$ cat src/verilog/ppcfr_pkg.sv
// Constants, field codes and the state record of the policing, capacitance and turn-on fault register bank.
package ppcfr_pkg;

  ////////////////////////////////////////////////////////////////////////////////
  // Register indices; the AXI byte address of each register is four times its index.
  localparam logic [5:0] IDX_POLICE_CH2  = 6'h1f;  // Policing limit, channel 2.
  localparam logic [5:0] IDX_POLICE_CH3  = 6'h20;  // Policing limit, channel 3.
  localparam logic [5:0] IDX_POLICE_CH4  = 6'h21;  // Policing limit, channel 4.
  localparam logic [5:0] IDX_CAP_ENABLE  = 6'h22;  // Legacy capacitance detection enables.
  localparam logic [5:0] IDX_FAULT       = 6'h24;  // Turn-on fault status, plain read.
  localparam logic [5:0] IDX_FAULT_CLEAR = 6'h25;  // Turn-on fault status, clear on read.
  localparam logic [5:0] IDX_CHAN_CTRL   = 6'h30;  // Override select [3:0] and diagnostic mode [7:4].
  localparam logic [5:0] IDX_DISC_START  = 6'h31;  // Discovery start strobes [3:0], write only.
  localparam logic [5:0] IDX_DISC_DONE   = 6'h32;  // Discovery done events [3:0], write one to clear.

  ////////////////////////////////////////////////////////////////////////////////
  // Values after reset and field masks.
  localparam logic [7:0] POLICE_RESET   = 8'hff;  // Policing limit after reset or turn-off.
  localparam logic [7:0] CAP_RESET      = 8'h00;  // All capacitance measurements disabled.
  localparam logic [7:0] FAULT_RESET    = 8'h00;  // No turn-on fault recorded.
  localparam logic [7:0] CAP_FIELD_MASK = 8'h55;  // Only even bits carry enables.

  // Policing step and floor, in milliwatts, and the floor as a register code.
  localparam int unsigned POLICING_STEP_MW = 500;
  localparam int unsigned POLICING_FLOOR_MW = 2000;
  localparam logic [7:0] POLICE_FLOOR = 8'(POLICING_FLOOR_MW / POLICING_STEP_MW);

  // Policing codes loaded at turn-on from the assigned class (class 1 to 4 as 0 to 3).
  localparam logic [7:0] POLICE_CLASS1 = 8'h08;
  localparam logic [7:0] POLICE_CLASS2 = 8'h0e;
  localparam logic [7:0] POLICE_CLASS3 = 8'h1f;
  localparam logic [7:0] POLICE_CLASS4 = 8'h3c;

  // Turn-on fault codes.
  localparam logic [1:0] FAULT_NONE      = 2'h0;
  localparam logic [1:0] FAULT_DETECT    = 2'h1;
  localparam logic [1:0] FAULT_CLASS     = 2'h2;
  localparam logic [1:0] FAULT_NO_POWER  = 2'h3;

  // AXI responses.
  localparam logic [1:0] RESP_OKAY   = 2'h0;
  localparam logic [1:0] RESP_SLVERR = 2'h2;

  ////////////////////////////////////////////////////////////////////////////////
  // Whole state of the bank, registered as one word.
  typedef struct packed {
    logic [2:0][7:0] lim;        // Policing limits, channels 2 to 4.
    logic [2:0][7:0] eff;        // Effective limits after the floor.
    logic [2:0]      trip;       // Power cut fault flags.
    logic [7:0]      cap_en;     // Capacitance enable register.
    logic [7:0]      fault;      // Turn-on fault codes, two bits per channel.
    logic [3:0]      ovr;        // Override policing select per channel.
    logic [3:0]      diag;       // Manual or diagnostic mode per channel.
    logic [3:0]      done_evt;   // Discovery done events.
    logic [3:0]      pend;       // Capacitance step waiting for resistance result.
    logic [3:0]      run;        // Capacitance measurement running.
    logic [3:0]      det_start;  // Detection start pulses.
    logic [3:0]      cap_start;  // Capacitance measurement start pulses.
    logic [3:0]      res_upd;    // Result update pulses.
    logic            aw_full;    // Write address held.
    logic [7:0]      awaddr;     // Held write address.
    logic            w_full;     // Write data held.
    logic [7:0]      wdata;      // Held write data, low byte.
    logic            wbyte;      // Low byte lane enabled.
    logic            awready;
    logic            wready;
    logic            bvalid;
    logic [1:0]      bresp;
    logic            arready;
    logic            rvalid;
    logic [7:0]      rdata;
    logic [1:0]      rresp;
  } ppcfr_state_t;

  // Class code to policing code.
  function automatic logic [7:0] ppcfr_class_code(input logic [1:0] cls);
    case (cls)
      2'h0:    ppcfr_class_code = POLICE_CLASS1;
      2'h1:    ppcfr_class_code = POLICE_CLASS2;
      2'h2:    ppcfr_class_code = POLICE_CLASS3;
      default: ppcfr_class_code = POLICE_CLASS4;
    endcase
  endfunction

endpackage

$ cat src/verilog/ppcfr_regs.sv
// Policing limit, capacitance detection and turn-on fault register bank with an AXI4-Lite slave.
//
// Implementation choice: the AXI4-Lite interface to the registers.
`timescale 1ns/1ns

module ppcfr_regs #(
  parameter logic [15:0] POWER_PER_STEP = 16'h0020,  // Power product units in one policing step.
  parameter logic [15:0] TRIP_MARGIN    = 16'h0004   // Product units added above the minimum.
) (
  input  wire logic             CORE_CLK,
  input  wire logic             RESET,
  input  wire logic [7:0]       AWADDR,
  input  wire logic             AWVALID,
  output logic                  AWREADY,
  input  wire logic [31:0]      WDATA,
  input  wire logic [3:0]       WSTRB,
  input  wire logic             WVALID,
  output logic                  WREADY,
  output logic [1:0]            BRESP,
  output logic                  BVALID,
  input  wire logic             BREADY,
  input  wire logic [7:0]       ARADDR,
  input  wire logic             ARVALID,
  output logic                  ARREADY,
  output logic [31:0]           RDATA,
  output logic [1:0]            RRESP,
  output logic                  RVALID,
  input  wire logic             RREADY,
  input  wire logic [3:0]       PORT_OFF,
  input  wire logic [3:0]       CHAN_RESET,
  input  wire logic [3:0]       POWER_ON_LOAD,
  input  wire logic [2:0][1:0]  ASSIGNED_CLASS,
  input  wire logic [2:0][7:0]  PORT_VOLTAGE,
  input  wire logic [2:0][7:0]  PORT_CURRENT,
  input  wire logic [3:0]       START_FAULT,
  input  wire logic [3:0][1:0]  FAULT_CAUSE,
  input  wire logic [3:0]       POWER_ENABLE_CHANGE_EVENT,
  input  wire logic [3:0]       ALLOC_DENY,
  input  wire logic [3:0]       RES_DET_DONE,
  input  wire logic [3:0]       RES_DET_VALID,
  input  wire logic [3:0]       CAP_MEAS_DONE,
  output logic [2:0][7:0]       EFF_LIMIT,
  output logic [2:0]            POWER_CUT_FAULT,
  output logic [3:0]            DET_START,
  output logic [3:0]            CAP_MEAS_START,
  output logic [3:0]            RESULT_UPDATE,
  output logic [3:0]            DISCOVERY_DONE
);

  ////////////////////////////////////////////////////////////////////////////////
  // State and its next value.
  ppcfr_pkg::ppcfr_state_t s;       // Registered state.
  ppcfr_pkg::ppcfr_state_t next_s;  // Value for the next edge.

  // Returns one when the index names a register of the bank.
  function automatic logic reg_hit(input logic [5:0] idx);
    if (idx == ppcfr_pkg::IDX_POLICE_CH2 || idx == ppcfr_pkg::IDX_POLICE_CH3) begin
      reg_hit = 1'b1;
    end else if (idx == ppcfr_pkg::IDX_POLICE_CH4 || idx == ppcfr_pkg::IDX_CAP_ENABLE) begin
      reg_hit = 1'b1;
    end else if (idx == ppcfr_pkg::IDX_FAULT || idx == ppcfr_pkg::IDX_FAULT_CLEAR) begin
      reg_hit = 1'b1;
    end else if (idx == ppcfr_pkg::IDX_CHAN_CTRL || idx == ppcfr_pkg::IDX_DISC_START) begin
      reg_hit = 1'b1;
    end else begin
      reg_hit = (idx == ppcfr_pkg::IDX_DISC_DONE);
    end
  endfunction

  // Read value of a register; unused and reserved bits read as zero.
  function automatic logic [7:0] reg_value(input ppcfr_pkg::ppcfr_state_t st, input logic [5:0] idx);
    if (idx == ppcfr_pkg::IDX_POLICE_CH2) begin
      reg_value = st.lim[0];
    end else if (idx == ppcfr_pkg::IDX_POLICE_CH3) begin
      reg_value = st.lim[1];
    end else if (idx == ppcfr_pkg::IDX_POLICE_CH4) begin
      reg_value = st.lim[2];
    end else if (idx == ppcfr_pkg::IDX_CAP_ENABLE) begin
      reg_value = st.cap_en;
    end else if (idx == ppcfr_pkg::IDX_FAULT || idx == ppcfr_pkg::IDX_FAULT_CLEAR) begin
      reg_value = st.fault;
    end else if (idx == ppcfr_pkg::IDX_CHAN_CTRL) begin
      reg_value = {st.diag, st.ovr};
    end else if (idx == ppcfr_pkg::IDX_DISC_DONE) begin
      reg_value = {4'h0, st.done_evt};
    end else begin
      reg_value = 8'h00;
    end
  endfunction

  // Trip level in product units: the minimum plus a margin, so the minimum itself never trips.
  function automatic logic [23:0] trip_level(input logic [7:0] eff);
    trip_level = 24'(eff) * 24'(POWER_PER_STEP) + 24'(TRIP_MARGIN);
  endfunction

  ////////////////////////////////////////////////////////////////////////////////
  // Next-state logic: bus first, then hardware events, so hardware sets win over software clears.
  always_comb begin
    logic       wr_go;
    logic       rd_go;
    logic       clr_fault;
    logic [5:0] widx;
    logic [5:0] ridx;
    logic [15:0] pw;
    wr_go     = 1'b0;
    rd_go     = 1'b0;
    clr_fault = 1'b0;
    widx      = s.awaddr[7:2];
    ridx      = ARADDR[7:2];
    pw        = 16'h0000;
    next_s    = s;
    // Pulse outputs last one cycle.
    next_s.det_start = 4'h0;
    next_s.cap_start = 4'h0;
    next_s.res_upd   = 4'h0;

    // Address and data are taken independently, in either order.
    if (AWVALID && s.awready) begin
      next_s.aw_full = 1'b1;
      next_s.awaddr  = AWADDR;
    end
    if (WVALID && s.wready) begin
      next_s.w_full = 1'b1;
      next_s.wdata  = WDATA[7:0];
      next_s.wbyte  = WSTRB[0];
    end
    if (s.bvalid && BREADY) begin
      next_s.bvalid = 1'b0;
    end
    wr_go = s.aw_full && s.w_full && !s.bvalid;

    // Register writes; a write with the low lane off changes nothing.
    if (wr_go) begin
      next_s.aw_full = 1'b0;
      next_s.w_full  = 1'b0;
      next_s.bvalid  = 1'b1;
      next_s.bresp   = reg_hit(widx) ? ppcfr_pkg::RESP_OKAY : ppcfr_pkg::RESP_SLVERR;
      if (s.wbyte) begin
        if (widx == ppcfr_pkg::IDX_POLICE_CH2) begin
          next_s.lim[0] = s.wdata;
        end else if (widx == ppcfr_pkg::IDX_POLICE_CH3) begin
          next_s.lim[1] = s.wdata;
        end else if (widx == ppcfr_pkg::IDX_POLICE_CH4) begin
          next_s.lim[2] = s.wdata;
        end else if (widx == ppcfr_pkg::IDX_CAP_ENABLE) begin
          next_s.cap_en = s.wdata & ppcfr_pkg::CAP_FIELD_MASK;
        end else if (widx == ppcfr_pkg::IDX_CHAN_CTRL) begin
          next_s.ovr  = s.wdata[3:0];
          next_s.diag = s.wdata[7:4];
        end else if (widx == ppcfr_pkg::IDX_DISC_START) begin
          for (int c = 0; c < 4; c++) begin
            if (s.wdata[c]) begin
              next_s.det_start[c] = 1'b1;
              // Capacitance step is armed only in diagnostic mode with its enable set.
              next_s.pend[c] = s.cap_en[2*c] && s.diag[c];
              next_s.run[c]  = 1'b0;
            end
          end
        end else if (widx == ppcfr_pkg::IDX_DISC_DONE) begin
          next_s.done_evt = s.done_evt & ~s.wdata[3:0];
        end
      end
    end

    // Reads: one at a time, answered on the next edge.
    if (s.rvalid && RREADY) begin
      next_s.rvalid = 1'b0;
    end
    rd_go = ARVALID && s.arready;
    if (rd_go) begin
      next_s.rvalid = 1'b1;
      next_s.rdata  = reg_value(s, ridx);
      next_s.rresp  = reg_hit(ridx) ? ppcfr_pkg::RESP_OKAY : ppcfr_pkg::RESP_SLVERR;
      clr_fault     = (ridx == ppcfr_pkg::IDX_FAULT_CLEAR);
    end

    // Turn-on fault codes: clears first, recorded causes after, so a new fault survives.
    if (clr_fault) begin
      next_s.fault = ppcfr_pkg::FAULT_RESET;
    end
    for (int c = 0; c < 4; c++) begin
      if (PORT_OFF[c] || CHAN_RESET[c]) begin
        next_s.fault[2*c +: 2] = ppcfr_pkg::FAULT_NONE;
      end
      if (START_FAULT[c] && !POWER_ENABLE_CHANGE_EVENT[c]) begin
        // Allocation denial overrides whatever the core reports as cause.
        next_s.fault[2*c +: 2] = ALLOC_DENY[c] ? ppcfr_pkg::FAULT_NO_POWER : FAULT_CAUSE[c];
      end
    end

    // Capacitance sequencing per channel; turn-off aborts it.
    for (int c = 0; c < 4; c++) begin
      if (RES_DET_DONE[c]) begin
        if (s.pend[c] && !RES_DET_VALID[c]) begin
          next_s.pend[c]      = 1'b0;
          next_s.run[c]       = 1'b1;
          next_s.cap_start[c] = 1'b1;
        end else begin
          // Valid signature or no step armed: no capacitance step, discovery is done now.
          next_s.pend[c]     = 1'b0;
          next_s.done_evt[c] = 1'b1;
        end
      end
      if (CAP_MEAS_DONE[c] && s.run[c]) begin
        next_s.run[c]      = 1'b0;
        next_s.done_evt[c] = 1'b1;
        next_s.res_upd[c]  = 1'b1;
      end
      if (PORT_OFF[c] || CHAN_RESET[c]) begin
        next_s.pend[c] = 1'b0;
        next_s.run[c]  = 1'b0;
      end
    end

    // Policing channels 2 to 4: load at turn-on, then turn-off overrides everything.
    for (int p = 0; p < 3; p++) begin
      // Loading only on the turn-on pulse lets later software writes stick.
      if (POWER_ON_LOAD[p+1] && !s.diag[p+1] && !s.ovr[p+1]) begin
        next_s.lim[p] = ppcfr_pkg::ppcfr_class_code(ASSIGNED_CLASS[p]);
      end
      if (PORT_OFF[p+1] || CHAN_RESET[p+1]) begin
        next_s.lim[p] = ppcfr_pkg::POLICE_RESET;
      end
      // Floor the code at two watts.
      next_s.eff[p] = (s.lim[p] < ppcfr_pkg::POLICE_FLOOR) ? ppcfr_pkg::POLICE_FLOOR : s.lim[p];
      // True power: voltage times current, so supply droop is accounted for.
      pw = {8'h00, PORT_VOLTAGE[p]} * {8'h00, PORT_CURRENT[p]};
      next_s.trip[p] = ({8'h00, pw} > trip_level(s.eff[p]));
    end

    // Ready lines close while a transfer is held or its answer is waiting.
    next_s.awready = !next_s.aw_full && !next_s.bvalid;
    next_s.wready  = !next_s.w_full && !next_s.bvalid;
    next_s.arready = !next_s.rvalid;
  end

  ////////////////////////////////////////////////////////////////////////////////
  // State register with synchronous reset.
  always_ff @(posedge CORE_CLK) begin
    if (RESET) begin
      s         <= '0;
      s.lim     <= {3{ppcfr_pkg::POLICE_RESET}};
      s.eff     <= {3{ppcfr_pkg::POLICE_RESET}};
      s.cap_en  <= ppcfr_pkg::CAP_RESET;
      s.fault   <= ppcfr_pkg::FAULT_RESET;
      s.awready <= 1'b1;
      s.wready  <= 1'b1;
      s.arready <= 1'b1;
    end else begin
      s <= next_s;
    end
  end

  // Outputs straight from the state register.
  assign AWREADY         = s.awready;
  assign WREADY          = s.wready;
  assign BVALID          = s.bvalid;
  assign BRESP           = s.bresp;
  assign ARREADY         = s.arready;
  assign RVALID          = s.rvalid;
  assign RDATA           = {24'h000000, s.rdata};
  assign RRESP           = s.rresp;
  assign EFF_LIMIT       = s.eff;
  assign POWER_CUT_FAULT = s.trip;
  assign DET_START       = s.det_start;
  assign CAP_MEAS_START  = s.cap_start;
  assign RESULT_UPDATE   = s.res_upd;
  assign DISCOVERY_DONE  = s.done_evt;
endmodule
$ cat config.mk
export PLATFORM = sky130hd
export DESIGN_NAME = ppcfr_regs
export DESIGN_NICKNAME = d
export VERILOG_FILES = /design/src/verilog/ppcfr_pkg.sv /design/src/verilog/ppcfr_regs.sv
export SDC_FILE = /design/constraint.sdc
export NUM_CORES = 1
export LEC_CHECK = 0
export ABC_AREA = 1
export BUFFER_PORTS_ARGS = -buffer_cell sky130_fd_sc_hd__clkbuf_2
export CORE_MARGIN = 2
export CORE_UTILIZATION = 50
export CTS_BUF_LIST = sky130_fd_sc_hd__clkbuf_4 sky130_fd_sc_hd__clkbuf_8 sky130_fd_sc_hd__clkbuf_16
export CTS_CLUSTER_DIAMETER = 200
export DETAILED_ROUTE_END_ITERATION = 7
export PLACE_DENSITY = 0.87
export SYNTH_ARGS = -nofsm -noshare
export SYNTH_HDL_FRONTEND = slang
export SYNTH_SLANG_ARGS = --single-unit
export TNS_END_PERCENT = 1
$ cat constraint.sdc
create_clock -name CORE_CLK -period 4.16 [get_ports CORE_CLK]
set_input_delay 0 -clock CORE_CLK [delete_from_list [all_inputs] [get_ports CORE_CLK]]
set_output_delay 0 -clock CORE_CLK [all_outputs]
set_load 0.02 [all_outputs]
==> impl_results.md, run 1 <==
* Initial antenna violation count at 0
* Die width at 169 um
* Switch share at 42.2%
* Sequential area share after synthesis at 18.7%
* Power share of the clock group at 18.9%
* Slew Limit Fails at 0
* DIE HEIGHT at 169 um
* Classification of the worst-slack hold path: in -> reg
* Number of cell instances on the worst register-to-register path at 8
* Setup repair after global routing missed its margin: yes
* Netlist area before placement at 0.0136 mm2
* Clock latency of the later-clocked register in the worst-skew pair at 420 ps
* Post-placement cell count at 2451
* IO Count at 241
* Clock Tree Root: sky130_fd_sc_hd__clkbuf_16
* Final std cell area, no fill at 0.0169 mm2
* Int Power at 4.40 mW
* Sum of negative setup slack at 0 ps
* First-pass GRT wire length at 60.6 mm
* DRC violation total after the first TritonRoute iteration at 944
* WS Path Type: in -> reg
* Via-to-Cell Ratio at 5.10
* Power Dens Cells at 450 mW/mm2
* Die area at 0.0285 mm2
* Hold Vio Cnt, Final at 0
* Placer's final routability congestion estimate at 0.972
* CP Data Required Time at 4460 ps
* Synth cell types at 51
* FP Rows at 60
* Switching Power at 3.22 mW
* Number of nets in the layout at 2602
* Clock-pin slew of the registers on the worst-case setup and hold paths at 60 ps
* Clock tree from TritonCTS: done
* Max Buffers Root-to-Sink at 2
* Cell area after placement at 0.0152 mm2
* Seq pwr share at 17.4%
* Via count at 13000
* Maximum fanout along the worst path at 5
* Outcome: complete, no violations
* Initial Utilization at 50.6%
* Max Freq at 0.243 GHz
* Share of layout cells above drive strength 1 at 22.2%
* Antenna Nets Post-Route at 0
* Fraction of the core area covered by cells at the end of the flow at 63.1%
* Gr ovfl total at 0
* Final std cells w/o fill at 2548
* Critical path launch point type: input port
* Worst slew margin relative to its limit at 39.8%
* Cells on Worst Hold Path at 6
* Synthesized flop and latch total at 127
* Synthesized netlist cell count at 1925
* WL/cell at 15.0 um
* Synthesis warning total at 0
* Period minus WS final at 4120 ps
* Core Area at 0.0268 mm2
* Number of buffer cells added on primary ports at 182
* Detailed placement HPWL at 29.0 mm
* Maximum level of the CTS H-tree at 4
* Final-report setup violation count at 0
* Clk_skew at 18.9 ps
* Leakage at 10.1 nW
* Combinational share of power at 63.7%
* Ratio of final minimum period to clock period at 99.0%
* Number of antenna cells inserted at 0
* Via count of the first global-routing pass at 13000
* Slew at the pin closest to its max-slew limit at 903 ps
* Critical path capture point type: flop
* Overall power at 7.62 mW
* Peak ir drop on the vdd network at 0.334 mV
* Largest net degree at the start of global routing at 46
* Data arrival at the endpoint of the critical path at 4420 ps
* GRT Resource Usage Total at 25.9%
* Clk sink count at 127
* Total wire length after detailed routing at 38.1 mm
* CTS buffer count at 17
* Number of max-cap violations at 0
* Number of DRC violations after detailed routing at 0
* First-pass iteration count of the detailed router at 6
* Growth of design area from synthesis to finish at 24.7%
* Synthesized area per cell at 7.05 um2
[final cells by class]
cell class	instances	area [um2]
Fill cell	2089	9880
Multi-Input combinational cell	1199	8990
Timing Repair Buffer	369	2570
Sequential cell	127	2540
Inverter	482	1810
Clock buffer	25	523
Tap cell	341	427
Clock inverter	5	53.8
[through the flow]
stage	hold slack [ps]	setup slack, ps
6_report	11.5	42.9
5_1_grt	34.7	-128
4_1_cts	4.69	45.5
3_5_place_dp	198	-366
3_3_place_gp	198	-281
2_1_floorplan	71.5	-5.03
[cells in the mapped netlist (all sizes together)]
cell type	instances	share of area, %
a21o	4	0.22
dfxtp	127	19
o221ai	1	0.065
conb	1	0.028
o31ai	4	0.22
buf	89	4.8
a31oi	7	0.32
o211ai	14	0.85
clkbuf	53	1.5
nand3	63	2.5
nand2	450	13
o21ai	78	2.9
inv	479	13
clkinv	3	0.10
o21a	3	0.17
a211oi	4	0.29
xnor2	16	1.0
o2111ai	6	0.43
or2	4	0.18
ha	141	13
a21oi	93	3.5
nor4	6	0.39
fa	108	16
a22oi	3	0.17
o21bai	7	0.39
nand4	25	1.3
nor3	11	0.57
xor2	10	0.65
nor2	109	3.4
nand3b	6	0.42
[metal layers]
metal / vias up / track usage, % / share of wire, %
li1: 6254 / - / -
met1: 6058 / 31.1 / 39
met2: 561 / 46.6 / 51
met3: 127 / 3.97 / 6.3
met4: 0 / 10.1 / 4.1
met5: - / 0 / 0
[flip-flops by register name (all words and copies together) (netlist names), 3 cells and up]
register         cells
CAP_MEAS_START       4
EFF_LIMIT           24
POWER_CUT_FAULT      3
RDATA                8
DET_START            4
DISCOVERY_DONE       4
s                   69
RESULT_UPDATE        4
[power groups by stage]
| stage | sequential [mW] | combinational (mW) | clock, mW |
|---|---|---|---|
| finish | 1.33 | 4.85 | 1.44 |
| global route | 1.33 | 5.40 | 1.51 |
| CTS | 1.32 | 4.11 | 1.45 |
| detailed placement | 1.35 | 4.03 | 0 |
| global placement | 1.35 | 3.86 | 0 |
| floorplan | 1.33 | 2.77 | 0 |
[layout by cell type (no fill, tap or decap), drive strengths merged, types with 7 or more instances in the layout]
cell type / count
a21oi: 93
a31oi: 7
buf: 145
clkbuf: 188
clkinv: 8
conb: 26
dfxtp: 127
dlygate4sd3: 61
fa: 108
ha: 141
inv: 478
nand2: 450
nand3: 63
nand4: 25
nor2: 109
nor3: 11
o211ai: 14
o21ai: 78
o21bai: 7
xnor2: 16
xor2: 10
[critical path, stage by stage]
cell and delay [ps]:
sky130_fd_sc_hd__clkbuf_2 110, sky130_fd_sc_hd__buf_4 140, sky130_fd_sc_hd__nand2_2 50, sky130_fd_sc_hd__inv_2 30, sky130_fd_sc_hd__fa_1 490, sky130_fd_sc_hd__fa_1 560
sky130_fd_sc_hd__fa_1 580, sky130_fd_sc_hd__inv_2 50, sky130_fd_sc_hd__fa_1 520, sky130_fd_sc_hd__inv_2 60, sky130_fd_sc_hd__ha_4 240, sky130_fd_sc_hd__a21oi_1 190
sky130_fd_sc_hd__o21ai_1 110, sky130_fd_sc_hd__nand2_1 80, sky130_fd_sc_hd__nand3_1 60, sky130_fd_sc_hd__nand2_1 80, sky130_fd_sc_hd__nand2_2 60, sky130_fd_sc_hd__ha_4 280
sky130_fd_sc_hd__nand2_4 50, sky130_fd_sc_hd__nor4_4 290, sky130_fd_sc_hd__nand3_1 100, sky130_fd_sc_hd__nand2_1 70, sky130_fd_sc_hd__nand4_1 80, sky130_fd_sc_hd__nand2_1 70
sky130_fd_sc_hd__inv_1 40
[timing repair]
action                                  CTS  global route
resized for setup                         0           166
setup buffers                             0             7
endpoints found under the setup margin    0             3
endpoints found under the hold margin    50             0
hold buffers                             61             0
[final timing paths]
kind,start,to,slack (ps)
worst max-delay path,PORT_CURRENT[15],POWER_CUT_FAULT[1],40
worst min-delay path,CHAN_RESET[3],s[74],10
worst max register to register,ARREADY,s[71],1640
worst min register to register,s[114],EFF_LIMIT[3],460
[cell families (layout without fill, tap and decap cells)]
kind of cell    Yosys count  after routing  synth area share [%]
compound gates          224            224                  9.49
fa+ha+maj               249            249                  28.9
simple gates            674            674                  21.5
buf+inv                 624            881                  19.6
flops                   127            127                  18.7
xor+xnor                 26             26                  1.68
other cells               1             26                0.0276
Note: power is estimated with default switching activity, not from simulation.
==> run 2, diff against run 1 <==
--- a/config.mk
+++ b/config.mk
@@ -12,6 +12,8 @@
 export CTS_BUF_LIST = sky130_fd_sc_hd__clkbuf_4 sky130_fd_sc_hd__clkbuf_8 sky130_fd_sc_hd__clkbuf_16
 export CTS_CLUSTER_DIAMETER = 200
 export DETAILED_ROUTE_END_ITERATION = 7
+export GPL_TIMING_DRIVEN = 0
+export MAX_ROUTING_LAYER = met4
 export PLACE_DENSITY = 0.87
 export SYNTH_ARGS = -nofsm -noshare
 export SYNTH_HDL_FRONTEND = slang
==> run 2 against run 1 <==
Against the previous run:
- power down 8.0%
- largest power group unchanged
- cell count down 1.1%
- critical path type unchanged
- combinational power down 15%
- hold slack worse by 0.87 ps
- highest routed layer unchanged
- largest cell class unchanged
- routed wire length down 2.3%
- die area unchanged
- critical endpoint unchanged
==> impl_results.md, run 2 (synthesis gave the netlist of run 1 again) <==
* Clock tree from TritonCTS: done
* Smallest hold slack at 10.6 ps (-0.870 ps)
* Switching Power at 2.99 mW (-7.1%)
* Gr ovfl total at 0 (unchanged)
* Final worst slack at 56.8 ps (+13.9 ps)
* Number of nets in the layout at 2572 (-1.2%)
* Int Power at 4.03 mW (-8.6%)
* Maximum fanout along the worst path at 8 (+3)
* Leakage at 9.94 nW (-1.1%)
* Final std cells w/o fill at 2520 (-1.1%)
* Hold Vio Cnt, Final at 0 (unchanged)
* Sum of negative setup slack at 0 ps (unchanged)
* Combinational share of power at 58.5% (-5.2 points)
* Initial antenna violation count at 0 (unchanged)
* Placer's final routability congestion estimate at 0.967 (-0.52%)
* First-pass GRT wire length at 60.1 mm (-0.82%)
* Max reg flops at 69 (unchanged)
* Classification of the worst-slack hold path: in -> reg
* IO Count at 241 (unchanged)
* CP Data Required Time at 4480 ps (+20 ps)
* Clock Tree Root: sky130_fd_sc_hd__clkbuf_16
* Outcome: complete, no violations
* Setup repair after global routing missed its margin: yes
* First-pass iteration count of the detailed router at 6 (unchanged)
* Family of cells with the greatest summed delay on the critical path: adder cells
* Core Area at 0.0268 mm2 (unchanged)
* Critical path capture point type: flop
* Final-report setup violation count at 0 (unchanged)
* Data arrival at the endpoint of the critical path at 4420 ps (about the same)
* GRT Resource Usage Total at 26.8% (+0.89 points)
* Clk sink count at 127 (unchanged)
* Max Buffers Root-to-Sink at 2 (unchanged)
* WL/cell at 14.8 um (-1.2%)
* Fraction of the core area covered by cells at the end of the flow at 62.4% (-0.75 points)
* Most frequent cells in the layout: sky130_fd_sc_hd__inv_1, sky130_fd_sc_hd__nand2_1, sky130_fd_sc_hd__clkbuf_2
* Worst slew margin relative to its limit at 50.5% (+11 points)
* CTS buffer count at 17 (unchanged)
* Peak ir drop on the vdd network at 0.277 mV (-17%)
* Final std cell area, no fill at 0.0167 mm2 (-1.2%)
* WS Path Type: in -> reg
* Total wire length after detailed routing at 37.2 mm (-2.3%)
* Switch share at 42.6% (+0.40 points)
* Seq pwr share at 18.9% (+1.5 points)
* Number of DRC violations after detailed routing at 0 (unchanged)
* Initial Utilization at 50.6% (unchanged)
* Number of antenna cells inserted at 0 (unchanged)
* Cell area after placement at 0.0150 mm2 (-0.87%)
* Antenna Nets Post-Route at 0 (unchanged)
* Cell with the largest stage delay on the worst path: sky130_fd_sc_hd__fa_1
* Via count at 12900 (-1.0%)
* Filler Cell Count at 2232 (+6.8%)
* Minimum setup slack after placement at -594 ps (-228 ps)
* Clock-pin slew of the registers on the worst-case setup and hold paths at 60 ps (about the same)
* Delay of the slowest cell on the worst path at 580 ps (about the same)
* Detailed placement HPWL at 28.4 mm (-1.9%)
* Most numerous cell on the critical path: sky130_fd_sc_hd__fa_1
* Power Dens Cells at 420 mW/mm2 (-6.9%)
* Post-placement cell count at 2424 (-1.1%)
* Most frequent standard cell in the layout excluding fill and tap cells: sky130_fd_sc_hd__inv_1
* Die width at 169 um (unchanged)
* FP Rows at 60 (unchanged)
* Ratio of final minimum period to clock period at 98.6% (-0.33 points)
* Clock latency of the later-clocked register in the worst-skew pair at 430 ps (about the same)
* Via count of the first global-routing pass at 12800 (-1.5%)
* CP Buf/Inv Count at 5 (-1)
* Power share of the clock group at 22.6% (+3.7 points)
* Maximum level of the CTS H-tree at 4 (unchanged)
* DRC violation total after the first TritonRoute iteration at 954 (+1.1%)
* Slew at the pin closest to its max-slew limit at 742 ps (-160 ps)
* Largest net degree at the start of global routing at 17 (-63%)
* Via-to-Cell Ratio at 5.11 (about the same)
* Register ranked first by flip-flop count: s
* Max Freq at 0.244 GHz (+0.34%)
* Share of layout cells above drive strength 1 at 19.2% (-3.0 points)
* Overall power at 7.02 mW (-8.0%)
* Slew Limit Fails at 0 (unchanged)
* Number of max-cap violations at 0 (unchanged)
* Growth of design area from synthesis to finish at 23.2%
* DIE HEIGHT at 169 um (unchanged)
* Number of buffer cells added on primary ports at 133 (-27%)
* Clk_skew at 11.2 ps (-7.66 ps)
* Die area at 0.0285 mm2 (unchanged)
* Period minus WS final at 4100 ps (-13.9 ps)
* Critical path launch point type: input port
## run 2: changes by cell type in the layout (fill, tap and decap cells not counted), sizes merged
cell and delta:
buf -28, bufinv +3, clkbuf -2, clkinv -1, clkinvlp +3, dlygate4sd3 -4, inv +1
## run 2: worst register-to-register path, delay by kind of cell (launching register included)
| kind | cells | cell delay, ps |
|---|---|---|
| compound gates | 1 | 70 |
| buf+inv | 2 | 240 |
| flops | 1 | 370 |
| simple gates | 4 | 850 |
## run 2: layout make-up
class,count,area [um2],area share [%]
multi-input cells,1199,8880,53.1
clock buffers,21,468,2.80
well taps,341,427,2.55
flip-flops and latches,127,2540,15.2
clock inverters,11,163,0.973
inverters,482,1810,10.8
plain buffers,142,1140,6.84
repair buffers,197,1290,7.71
## run 2: routing by layer
metal  vias up  track usage [%]  part of all wire (%)
met2       533             45.8                    50
li1       6215                -                     -
met1      5983             30.6                    39
met4         0             13.0                   4.7
met5         -                -                     0
met3       134             4.56                   6.6
## run 2: path summary, 6_finish.rpt
check | startpoint | to | slack [ps] | cells past startpoint
max reg2reg | ARREADY | s[75] | 2480 | 7
min reg2reg | s[64] | s[64] | 450 | 2
max | PORT_VOLTAGE[10] | POWER_CUT_FAULT[1] | 60 | 25
min | ASSIGNED_CLASS[5] | s[127] | 10 | 4
## run 2: power by group through the flow
stage / logic, mW / clock network [mW] / registers, mW
floorplan: 2.77 / 0 / 1.33
global placement: 3.37 / 0 / 1.34
detailed placement: 3.53 / 0 / 1.34
CTS: 3.65 / 1.59 / 1.32
global route: 4.62 / 1.65 / 1.33
finish: 4.11 / 1.59 / 1.32
## run 2: what timing repair did
| action | CTS | global route |
|---|---|---|
| endpoints found under the setup margin | 3 | 3 |
| hold buffers | 57 | 0 |
| endpoints found under the hold margin | 51 | 0 |
| gates resized for setup | 18 | 125 |
| buffers inserted | 0 | 7 |
| pin swaps | 6 | 51 |
